--- src/include/irq_flag_consts.svh ---
// Offsets, field positions and reset values of the sub-interrupt registers.
// Assumes a word-addressed Avalon-MM slave with 32-bit data.
`ifndef IRQ_FLAG_CONSTS_SVH
`define IRQ_FLAG_CONSTS_SVH

`define ADDR_W            4
`define OFS_STD_TIMER     4'h0
`define OFS_COMPACT_TIMER 4'h1
`define OFS_EEPROM_LV     4'h2
`define OFS_GLOBAL_CTRL   4'h3
`define OFS_EVT_STATUS    4'h4
`define OFS_EVT_MASK      4'h5
`define OFS_PEND_STATUS   4'h6

`define BIT_FLAG_HI       5
`define BIT_FLAG_LO       4
`define BIT_EN_HI         1
`define BIT_EN_LO         0
`define SUBREG_RW_MASK    8'h33
`define SUBREG_RESET      8'h00
`define GLOBAL_RESET      1'h0
`define EVT_RESET         6'h00
`define NUM_SRC           6

`endif

--- src/include/irq_flag_pkg.sv ---
// Types shared by the sub-interrupt register block.
// Assumes the constants header is compiled alongside.
package irq_flag_pkg;
  typedef logic [7:0] subreg_t;
  typedef logic [5:0] src_vec_t;
  typedef enum logic [1:0] {
    BUS_IDLE = 2'h0,
    BUS_ACK  = 2'h1
  } bus_state_t;
endpackage

--- src/rtl/mf_irq_flag_enable_regs.sv ---
// Three sub-interrupt flag/enable registers with Avalon-MM access and a summary interrupt.
// Assumes source event pulses come from logic on core_clk.
//
// How it works
// - Standard timer A match request held in bit 5 of first register.
// - Bit 1 of first register enables standard timer A match interrupt.
// - Bit 0 of first register enables standard timer P match interrupt.
// - Compact timer A match request held in bit 5 of second register.
// - Bit 1 of second register enables compact timer A match interrupt.
// - Bit 1 of third register enables the data EEPROM interrupt.
// - Bit 0 of third register enables the low-voltage detector interrupt.
// - Flags set even when disabled; disabled flags raise no src_irq_req; the summary irq follows evt_status_reg and evt_mask_reg.
// - Global enable low blocks every source request on src_irq_req; the summary irq is not gated by it.
// - Any set request flag raises the wake request.
`include "irq_flag_consts.svh"
`timescale 1ns/1ps
`default_nettype none

module mf_irq_flag_enable_regs
  import irq_flag_pkg::*;
(
  // Clock and reset
  input  wire logic                core_clk,
  input  wire logic                arst_n,
  // Avalon-MM slave
  input  wire logic [`ADDR_W-1:0]  avs_address,
  input  wire logic                avs_read,
  input  wire logic                avs_write,
  input  wire logic [31:0]         avs_writedata,
  input  wire logic [3:0]          avs_byteenable,
  output logic      [31:0]         avs_readdata,
  output logic                     avs_waitrequest,
  // Source event pulses
  input  wire logic                std_timer_a_match_evt,
  input  wire logic                std_timer_p_match_evt,
  input  wire logic                compact_timer_a_match_evt,
  input  wire logic                compact_timer_p_match_evt,
  input  wire logic                eeprom_evt,
  input  wire logic                lowvolt_evt,
  // Requests out
  output logic      [5:0]          src_irq_req,
  output logic                     wake_req,
  output logic                     irq
);

  ////////////////////////////////////////////////////////////////////////////
  // Registers
  subreg_t    std_timer_match_irq_ctrl_reg;
  subreg_t    compact_timer_match_irq_ctrl_reg;
  subreg_t    eeprom_lowvolt_irq_ctrl_reg;
  logic       global_irq_enable_reg;
  src_vec_t   evt_status_reg;
  src_vec_t   evt_mask_reg;
  bus_state_t bus_state_reg;

  src_vec_t   evt_in;
  src_vec_t   flags;
  src_vec_t   enables;
  logic       wr_take;
  logic       rd_take;
  logic       wr_lane0;
  logic       rd_sample;
  logic       sel_std;
  logic       sel_compact;
  logic       sel_eeprom;
  logic       sel_global;
  logic       sel_mask;
  logic       sel_status;
  logic       global_irq_enable_next;
  logic       wake_next;
  logic       irq_next;
  subreg_t    std_timer_match_irq_ctrl_next;
  subreg_t    compact_timer_match_irq_ctrl_next;
  subreg_t    eeprom_lowvolt_irq_ctrl_next;
  src_vec_t   evt_status_next;
  src_vec_t   evt_mask_next;
  logic [31:0] rd_mux;

  // Source order: std A, std P, compact A, compact P, eeprom, lowvolt
  assign evt_in = {lowvolt_evt, eeprom_evt, compact_timer_p_match_evt,
                   compact_timer_a_match_evt, std_timer_p_match_evt, std_timer_a_match_evt};

  assign flags = {eeprom_lowvolt_irq_ctrl_reg[`BIT_FLAG_LO],
                  eeprom_lowvolt_irq_ctrl_reg[`BIT_FLAG_HI],
                  compact_timer_match_irq_ctrl_reg[`BIT_FLAG_LO],
                  compact_timer_match_irq_ctrl_reg[`BIT_FLAG_HI],
                  std_timer_match_irq_ctrl_reg[`BIT_FLAG_LO],
                  std_timer_match_irq_ctrl_reg[`BIT_FLAG_HI]};

  assign enables = {eeprom_lowvolt_irq_ctrl_reg[`BIT_EN_LO],
                    eeprom_lowvolt_irq_ctrl_reg[`BIT_EN_HI],
                    compact_timer_match_irq_ctrl_reg[`BIT_EN_LO],
                    compact_timer_match_irq_ctrl_reg[`BIT_EN_HI],
                    std_timer_match_irq_ctrl_reg[`BIT_EN_LO],
                    std_timer_match_irq_ctrl_reg[`BIT_EN_HI]};

  ////////////////////////////////////////////////////////////////////////////
  // Bus handshake: one wait cycle, answer on the second edge
  assign wr_take  = avs_write && bus_state_reg == BUS_ACK;
  assign rd_take  = avs_read && bus_state_reg == BUS_ACK;
  assign wr_lane0 = wr_take && avs_byteenable[0];
  assign rd_sample = avs_read && bus_state_reg == BUS_IDLE;

  // Address decode; the handshake qualifies each select where it is used
  assign sel_std     = avs_address == `OFS_STD_TIMER;
  assign sel_compact = avs_address == `OFS_COMPACT_TIMER;
  assign sel_eeprom  = avs_address == `OFS_EEPROM_LV;
  assign sel_global  = avs_address == `OFS_GLOBAL_CTRL;
  assign sel_mask    = avs_address == `OFS_EVT_MASK;
  assign sel_status  = avs_address == `OFS_EVT_STATUS;

  always_ff @(posedge core_clk or negedge arst_n) begin
    if (!arst_n) begin
      bus_state_reg   <= BUS_IDLE;
      avs_waitrequest <= 1'b1;
    end else begin
      case (bus_state_reg)
        BUS_IDLE: begin
          if (avs_read || avs_write) begin
            bus_state_reg   <= BUS_ACK;
            avs_waitrequest <= 1'b0;
          end
        end
        BUS_ACK: begin
          bus_state_reg   <= BUS_IDLE;
          avs_waitrequest <= 1'b1;
        end
        default: begin
          bus_state_reg   <= BUS_IDLE;
          avs_waitrequest <= 1'b1;
        end
      endcase
    end
  end

  ////////////////////////////////////////////////////////////////////////////
  // Next values of the flag/enable registers
  // A write loads only the implemented bits, then an event forces its flag:
  // set beats a clearing write that lands in the same cycle
  always_comb begin
    std_timer_match_irq_ctrl_next = std_timer_match_irq_ctrl_reg;
    if (wr_lane0 && sel_std) begin
      std_timer_match_irq_ctrl_next = avs_writedata[7:0] & `SUBREG_RW_MASK;
    end
    if (evt_in[0]) begin
      std_timer_match_irq_ctrl_next[`BIT_FLAG_HI] = 1'b1;
    end
    if (evt_in[1]) begin
      std_timer_match_irq_ctrl_next[`BIT_FLAG_LO] = 1'b1;
    end
  end

  always_comb begin
    compact_timer_match_irq_ctrl_next = compact_timer_match_irq_ctrl_reg;
    if (wr_lane0 && sel_compact) begin
      compact_timer_match_irq_ctrl_next = avs_writedata[7:0] & `SUBREG_RW_MASK;
    end
    if (evt_in[2]) begin
      compact_timer_match_irq_ctrl_next[`BIT_FLAG_HI] = 1'b1;
    end
    if (evt_in[3]) begin
      compact_timer_match_irq_ctrl_next[`BIT_FLAG_LO] = 1'b1;
    end
  end

  always_comb begin
    eeprom_lowvolt_irq_ctrl_next = eeprom_lowvolt_irq_ctrl_reg;
    if (wr_lane0 && sel_eeprom) begin
      eeprom_lowvolt_irq_ctrl_next = avs_writedata[7:0] & `SUBREG_RW_MASK;
    end
    if (evt_in[4]) begin
      eeprom_lowvolt_irq_ctrl_next[`BIT_FLAG_HI] = 1'b1;
    end
    if (evt_in[5]) begin
      eeprom_lowvolt_irq_ctrl_next[`BIT_FLAG_LO] = 1'b1;
    end
  end

  ////////////////////////////////////////////////////////////////////////////
  // Flag/enable registers; unimplemented bits never leave zero
  always_ff @(posedge core_clk or negedge arst_n) begin
    if (!arst_n) begin
      std_timer_match_irq_ctrl_reg <= `SUBREG_RESET;
    end else begin
      std_timer_match_irq_ctrl_reg <= std_timer_match_irq_ctrl_next;
    end
  end

  always_ff @(posedge core_clk or negedge arst_n) begin
    if (!arst_n) begin
      compact_timer_match_irq_ctrl_reg <= `SUBREG_RESET;
    end else begin
      compact_timer_match_irq_ctrl_reg <= compact_timer_match_irq_ctrl_next;
    end
  end

  always_ff @(posedge core_clk or negedge arst_n) begin
    if (!arst_n) begin
      eeprom_lowvolt_irq_ctrl_reg <= `SUBREG_RESET;
    end else begin
      eeprom_lowvolt_irq_ctrl_reg <= eeprom_lowvolt_irq_ctrl_next;
    end
  end

  ////////////////////////////////////////////////////////////////////////////
  // Global enable, event mask and event status
  always_comb begin
    global_irq_enable_next = global_irq_enable_reg;
    evt_mask_next          = evt_mask_reg;
    if (wr_lane0 && sel_global) begin
      global_irq_enable_next = avs_writedata[0];
    end
    if (wr_lane0 && sel_mask) begin
      evt_mask_next = avs_writedata[5:0];
    end
  end

  // Clear on read drops only the bits that the read returned, so an event that
  // lands between fetch and answer stays pending; set wins over clear
  always_comb begin
    evt_status_next = evt_status_reg;
    if (rd_take && sel_status) begin
      evt_status_next = evt_status_reg & ~avs_readdata[5:0];
    end
    evt_status_next = evt_status_next | evt_in;
  end

  always_ff @(posedge core_clk or negedge arst_n) begin
    if (!arst_n) begin
      global_irq_enable_reg <= `GLOBAL_RESET;
    end else begin
      global_irq_enable_reg <= global_irq_enable_next;
    end
  end

  always_ff @(posedge core_clk or negedge arst_n) begin
    if (!arst_n) begin
      evt_mask_reg <= `EVT_RESET;
    end else begin
      evt_mask_reg <= evt_mask_next;
    end
  end

  always_ff @(posedge core_clk or negedge arst_n) begin
    if (!arst_n) begin
      evt_status_reg <= `EVT_RESET;
    end else begin
      evt_status_reg <= evt_status_next;
    end
  end

  ////////////////////////////////////////////////////////////////////////////
  // Read data; unmapped offsets and unimplemented bits read zero
  always_comb begin
    rd_mux = 32'h0000_0000;
    case (avs_address)
      `OFS_STD_TIMER:     rd_mux[7:0] = std_timer_match_irq_ctrl_reg;
      `OFS_COMPACT_TIMER: rd_mux[7:0] = compact_timer_match_irq_ctrl_reg;
      `OFS_EEPROM_LV:     rd_mux[7:0] = eeprom_lowvolt_irq_ctrl_reg;
      `OFS_GLOBAL_CTRL:   rd_mux[0]   = global_irq_enable_reg;
      `OFS_EVT_STATUS:    rd_mux[5:0] = evt_status_reg;
      `OFS_EVT_MASK:      rd_mux[5:0] = evt_mask_reg;
      `OFS_PEND_STATUS:   rd_mux[5:0] = flags & enables;
      default:            rd_mux      = 32'h0000_0000;
    endcase
  end

  // Fetched on the edge that sees the request, so it stands in the answer cycle
  always_ff @(posedge core_clk or negedge arst_n) begin
    if (!arst_n) begin
      avs_readdata <= 32'h0000_0000;
    end else if (rd_sample) begin
      avs_readdata <= rd_mux;
    end
  end

  ////////////////////////////////////////////////////////////////////////////
  // Outputs, registered; one cycle behind the flags
  genvar g;
  generate
    for (g = 0; g < `NUM_SRC; g = g + 1) begin : g_req
      always_ff @(posedge core_clk or negedge arst_n) begin
        if (!arst_n) begin
          src_irq_req[g] <= 1'b0;
        end else begin
          src_irq_req[g] <= flags[g] & enables[g] & global_irq_enable_reg;
        end
      end
    end
  endgenerate

  // Summary levels, registered so each output leaves from a flip-flop
  always_comb begin
    wake_next = |flags;
    irq_next  = |(evt_status_reg & evt_mask_reg);
  end

  always_ff @(posedge core_clk or negedge arst_n) begin
    if (!arst_n) begin
      wake_req <= 1'b0;
      irq      <= 1'b0;
    end else begin
      wake_req <= wake_next;
      irq      <= irq_next;
    end
  end

endmodule // mf_irq_flag_enable_regs

`default_nettype wire

--- config.mk ---
export PLATFORM = sky130hd
export DESIGN_NAME = mf_irq_flag_enable_regs
export DESIGN_NICKNAME = d
export VERILOG_FILES = /design/src/include/irq_flag_pkg.sv /design/src/rtl/mf_irq_flag_enable_regs.sv
export VERILOG_INCLUDE_DIRS = /design/src /design/src/include
export SDC_FILE = /design/constraint.sdc
export NUM_CORES = 1
export LEC_CHECK = 0
export BUFFER_PORTS_ARGS = -buffer_cell sky130_fd_sc_hd__buf_2
export CORE_ASPECT_RATIO = 0.5
export CORE_MARGIN = 4
export CORE_UTILIZATION = 44
export CTS_BUF_LIST = sky130_fd_sc_hd__clkbuf_8
export DETAILED_ROUTE_END_ITERATION = 8
export GPL_TIMING_DRIVEN = 0
export PLACE_DENSITY = 0.77
export SKIP_CTS_REPAIR_TIMING = 1
export SLEW_MARGIN = 20
export SYNTH_ARGS = -nofsm -noshare
export SYNTH_HDL_FRONTEND = slang
export SYNTH_SLANG_ARGS = --single-unit
export TNS_END_PERCENT = 50
--- constraint.sdc ---
create_clock -name core_clk -period 3.18 [get_ports core_clk]
set_input_delay 0.477 -clock core_clk [delete_from_list [all_inputs] [get_ports core_clk]]
set_output_delay 0.477 -clock core_clk [all_outputs]
set_load 0.05 [all_outputs]
==> results of run 1 <==
[final timing paths]
path                                              endpoint  slack [ns]  depth (start not counted)
max                                        avs_waitrequest        1.63                          1
min                                        evt_mask_reg[1]        0.30                          1
min reg2reg                              evt_status_reg[2]        0.52                          1
max reg2reg                std_timer_match_irq_ctrl_reg[4]        1.65                          4
min in group core_clk                    evt_status_reg[3]        0.38                          2
max in group asynchronous                  avs_readdata[1]        2.32                          1
[cell families (layout without fill, tap and decap cells)]
group | after synthesis | count (layout)
compound gates | 38 | 38
flops | 41 | 41
other cells | 1 | 26
mux | 18 | 18
simple gates | 61 | 61
buf+inv | 35 | 76
[cell usage after synthesis (2+ instances only)]
| master | count | share of area |
|---|---|---|
| dfrtp_1 | 40 | 0.48 |
| buf_4 | 27 | 0.097 |
| nor2_1 | 14 | 0.025 |
| mux2_2 | 12 | 0.065 |
| nand2_1 | 12 | 0.022 |
| nand3_1 | 7 | 0.017 |
| a21o_1 | 6 | 0.022 |
| and3_1 | 6 | 0.018 |
| mux2i_1 | 6 | 0.029 |
| a211o_2 | 5 | 0.024 |
| a22oi_1 | 5 | 0.018 |
| nor2b_1 | 5 | 0.015 |
| buf_2 | 4 | 0.0096 |
| nand2b_1 | 4 | 0.012 |
| o21ai_0 | 4 | 0.0096 |
| nor3_1 | 3 | 0.0072 |
| a211o_1 | 2 | 0.0084 |
| a21oi_1 | 2 | 0.0048 |
| a221oi_1 | 2 | 0.0084 |
| a22o_1 | 2 | 0.0084 |
| a32oi_1 | 2 | 0.0084 |
| inv_1 | 2 | 0.0036 |
| nor4_1 | 2 | 0.0060 |
[per-stage QoR]
stage | hold WS (ns) | setup slack (ns) | instance area (um2) | instances | total power [uW]
after CTS | 0.336 | 1.62 | 2510 | 326 | 1260
after detailed placement | 0.500 | 1.45 | 2430 | 318 | 941
after global routing | 0.383 | 1.55 | 2510 | 326 | 1310
after global placement | 0.480 | 1.50 | 2430 | 318 | 935
final | 0.305 | 1.63 | 2510 | 326 | 1250
after floorplan | 0.181 | 1.70 | 2180 | 219 | 859
[area by class of cell]
class / instances / area, um2
multi-input cells: 143 / 912
plain buffers: 33 / 238
repair buffers: 33 / 165
clock buffers: 5 / 68.8
well taps: 66 / 82.6
fillers: 404 / 1970
flip-flops and latches: 41 / 1030
inverters: 2 / 7.51
clock inverters: 3 / 13.8
[placed cells by master, fill, tap and decap left out, types with 2 or more instances in the layout]
master / n
mux2_2: 12
a22o_1: 2
buf_4: 27
nor3_1: 3
nor4_1: 2
a221oi_1: 2
nor2b_1: 5
a22oi_1: 5
o21ai_0: 4
nand2_1: 12
a21oi_1: 2
nand3_1: 7
mux2i_1: 6
a211o_1: 2
conb_1: 26
and3_1: 6
dfrtp_1: 40
clkbuf_8: 5
nand2b_1: 4
inv_1: 3
buf_2: 37
a21o_1: 6
a211o_2: 5
a32oi_1: 2
clkinv_2: 2
nor2_1: 14
[routing by layer]
metal	global-route usage	vias to the layer above	share of wire
li1	-	775	-
met1	0.243	800	0.44
met2	0.267	92	0.44
met3	0.0402	6	0.11
met4	0.0598	0	0.013
met5	0	-	0
[power by group through the flow]
stage,logic [uW],registers (uW),clock network (uW)
CTS,324,607,325
global route,347,615,347
global placement,320,615,0
floorplan,180,679,0
detailed placement,324,617,0
finish,324,609,318
==> reports/results.ini, run 1 <==
[status]
status=complete, no violations

[pwr]
worst_ir_drop_vdd_uv=192
clkPwrFrac=0.255
power_switching_share=0.347
power.share.sequential=0.487
power.combinational.fraction=0.259
p_leak_uw=0.00124
p_per_area_mw_per_mm2=498
power.internal_uw=818
total_switching_power_uw=434

[worst_hold_path]
min_path_type=in -> async

[clock_network]
cts.reportedPaths.clkPinSlew_ns=0.07
h-tree-depth=2
cts_root_buffer_type=clkbuf_8
clock_tree_from_tritoncts=yes
tritoncts.num_buffers=5
insertion_delay_ns=0.29
clock_sink_count=41
cts.path.max_buffers=2

[yosys]
ys_types=43
async_reset_ff_frac=1.00
yosys.area_share.adder=0
synth_top_family_by_area=simple AND/OR/NAND/NOR gates
ys.warnings.count=0
synth-seq-area-share=0.491
ys_dominant_reg_cell=dfrtp_1
synth-simple-area-share=0.153
synthesis.instances=194
syn_area_mm2=0.00209
synth_area_per_cell_um2=10.8
synth-edff-count=0
synth_xor_xnor_area_share=0
synth.ff_latch_count=41
synth-compound-area-share=0.144
muxShareOfSynthArea=0.0934

[drt]
ant_nets=0
detailed_router_s_first_iteration_violation_count=132
route.final.wire_length_um=4960
detail_route.vias_per_cell=5.13
route.detailed.wl_per_inst_um=15.2
firstDrtPassIters=5
drt_drc_violations_left=0
via_count=1673

[global_route]
pin_count_of_the_biggest_net_entering_global_routing=42
grt_antenna_before_repair=0
number_of_global_route_vias_before_repair=1597
grt_util_all_layers=0.174
wire_length_of_the_first_global_routing_pass_um=8160
grt_overflow=0

[final_layout]
nNetsFinal=309
final_core_util=0.560
syn_to_final_growth_pct=20.3
n_antenna_cell=0
post_route_cells_drive_above_1_share=0.369

[timing]
worst_skew_ns=0.00290
final-max-slew-violation-count=0
worst_slew_pin_slew_ns=0.884
timing.final.crit_period_ns=1.55
rsz_0062_raised_after_global_routing=no
fmaxAchievable_mhz=646
slew_headroom=0.411
timing.final.crit_share=0.487
timing.final.setup_violations=0
totalNegativeSetupSlack_ns=0
endpoints_failing_hold=0

[setup_path]
timing.critical_path.from=avs_waitrequest
crit_path_top_delay_cell=dfstp_2
cp_top_family=flip-flops
critical_path.endpoint_type=output pin
rr_startpoint=bus_state_reg[0]
worstPathCellList=buf_2
worst-path-max-fanout=2
cp_data_required_time_ns=2.70
timing.critical_path.arrival_ns=1.07
worstSetupStartpointType=flop
critical_path.n_buffers_inverters=1
cp_peak_stage_delay_ns=0.53
timing_worst_setup_path_type=reg -> out

[place]
place.gp.congestion=0.902
number_of_i_o_port_buffers=33
detailed_place_hpwl_um=3860

[die]
rows=17
core-area_mm2=0.00449
die_width_um=105
start_util=0.466
boundaryPins=91
dieHeight_um=56.7
design.die.area_mm2=0.00599

[run]
cap_violations=0

No activity file was read; power rests on OpenSTA's default activity.
==> run 2, diff against run 1 <==
--- a/config.mk
+++ b/config.mk
@@ -13,7 +13,7 @@
 export CTS_BUF_LIST = sky130_fd_sc_hd__clkbuf_8
 export DETAILED_ROUTE_END_ITERATION = 8
 export GPL_TIMING_DRIVEN = 0
-export PLACE_DENSITY = 0.77
+export PLACE_DENSITY = 0.8
 export SKIP_CTS_REPAIR_TIMING = 1
 export SLEW_MARGIN = 20
 export SYNTH_ARGS = -nofsm -noshare
==> constraint.sdc (replaced) <==
create_clock -name core_clk -period 1.3 [get_ports core_clk]
set_input_delay 0.195 -clock core_clk [delete_from_list [all_inputs] [get_ports core_clk]]
set_output_delay 0.195 -clock core_clk [all_outputs]
set_load 0.05 [all_outputs]
==> run 2 against run 1 <==
  * Critical endpoint is now std_timer_match_irq_ctrl_reg[4]
  * Critical path type is now reg -> reg
  * Utilization up 2.3 points
  * Largest power group unchanged
  * Routed wire length up 8.2%
  * Clock skew rose by 0.0078 ns
  * Sequential power grew 140%
  * Via count increased by 2.9%
==> reports/results.ini, run 2 (same netlist as run 1, synthesis figures left out) <==
[status]
status=complete, no violations

[die]
boundaryPins=91
dieHeight_um=56.7
design.die.area_mm2=0.00599
rows=17
core-area_mm2=0.00449
start_util=0.466
die_width_um=105

[pwr]
power.combinational.fraction=0.252
power_switching_share=0.333
worst_ir_drop_vdd_uv=611
power.total_uw=3320
power.share.sequential=0.449
clkPwrFrac=0.299
power.internal_uw=2210
total_switching_power_uw=1100
p_leak_uw=0.00126
p_per_area_mw_per_mm2=1270

[final_layout]
layout.filler_cells=380
n_antenna_cell=0
layout_commonest_cell=dfrtp_1
post_route_cells_drive_above_1_share=0.395
final-seq-area_mm2=0.00103
nNetsFinal=310
finish.instance_area_mm2=0.00262
most-common-layout-cells=dfrtp_1, buf_2, buf_4
syn_to_final_growth_pct=25.3
final_core_util=0.584
multiInputGateArea_um2=980

[place]
placement.cell_area_mm2=0.00243
detailed_place_hpwl_um=4000
number_of_i_o_port_buffers=33
place.gp.congestion=0.925

[setup_path]
worstSetupStartpointType=flop
cp_data_required_time_ns=1.47
rrSetupSlack_ns=0.002
critical_path.endpoint_type=flop
timing_worst_setup_path_type=reg -> reg
rr_startpoint=bus_state_reg[0]
timing.critical_path.arrival_ns=1.47
worst-path-max-fanout=6
timing.critical_path.from=bus_state_reg[0]

[clock_network]
cts.path.max_buffers=2
clock_tree_from_tritoncts=yes
cts.reportedPaths.clkPinSlew_ns=0.08
tritoncts.num_buffers=5
insertion_delay_ns=0.29
cts_root_buffer_type=clkbuf_8
h-tree-depth=2
clock_sink_count=41

[timing]
timing.final.crit_period_ns=1.30
endpoints_failing_hold=0
fmaxAchievable_mhz=771
timing.final.setup_violations=0
timing.final.crit_share=0.998
worst_slew_pin_slew_ns=0.897
final-max-slew-violation-count=0
slew_headroom=0.402
worst_skew_ns=0.0107
rsz_0062_raised_after_global_routing=yes

[drt]
drt_drc_violations_left=0
ant_nets=0
firstDrtPassIters=5
via_count=1722
detail_route.vias_per_cell=5.27
route.final.wire_length_um=5370
route.detailed.wl_per_inst_um=16.4
detailed_router_s_first_iteration_violation_count=211

[global_route]
grt_util_all_layers=0.182
grt_antenna_before_repair=0
grt_overflow=0
wire_length_of_the_first_global_routing_pass_um=8470
pin_count_of_the_biggest_net_entering_global_routing=42
number_of_global_route_vias_before_repair=1662

[worst_hold_path]
min_path_type=in -> async

[run]
cap_violations=0

## run 2: worst max-delay path, cell delays in order (launching register included)
cell and delay [ns]:
dfrtp_1 0.41, and3_4 0.30, nand3_4 0.14, a211o_2 0.33
## run 2: metrics by stage
| stage | setup TNS (ns) | worst slack, ns | hold WS (ns) | cells |
|---|---|---|---|---|
| floorplan | -0.286 | -0.0276 | -0.101 | 219 |
| global route | -0.710 | -0.0644 | 0.0858 | 327 |
| global placement | -2.20 | -0.169 | 0.348 | 318 |
| CTS | -2.80 | -0.228 | 0.0482 | 326 |
| detailed placement | -2.82 | -0.204 | 0.367 | 318 |
| finish | 0 | 0.00220 | 0.0189 | 327 |
## run 2: layer usage
metal	part of all wire	track usage	up-vias
li1	-	-	777
met1	0.43	0.256	818
met2	0.44	0.274	113
met3	0.11	0.0551	14
met4	0.016	0.0449	0
met5	0	0	-
## run 2: path summary, 6_finish.rpt
| path | cells past startpoint | end |
|---|---|---|
| min reg2reg | 2 | evt_mask_reg[4] |
| min | 1 | evt_mask_reg[1] |
| min in group core_clk | 2 | evt_status_reg[5] |
| max reg2reg | 3 | std_timer_match_irq_ctrl_reg[4] |
| max in group asynchronous | 1 | avs_readdata[0] |
| max | 3 | std_timer_match_irq_ctrl_reg[4] |
## run 2: area by class of cell
class | count | share of cell area
Multi-Input combinational cell | 143 | 0.374
Sequential cell | 41 | 0.392
Clock inverter | 3 | 0.0148
Inverter | 2 | 0.00287
Buffer | 32 | 0.0888
Clock buffer | 5 | 0.0263
Tap cell | 66 | 0.0315
Timing Repair Buffer | 35 | 0.0697
## run 2: power by group through the flow
| stage | clock network (uW) | registers (uW) | logic, uW |
|---|---|---|---|
| after floorplan | 0 | 1660 | 441 |
| after global placement | 0 | 1500 | 781 |
| after detailed placement | 0 | 1510 | 791 |
| after CTS | 1000 | 1490 | 792 |
| after global routing | 1080 | 1500 | 889 |
| final | 993 | 1490 | 835 |
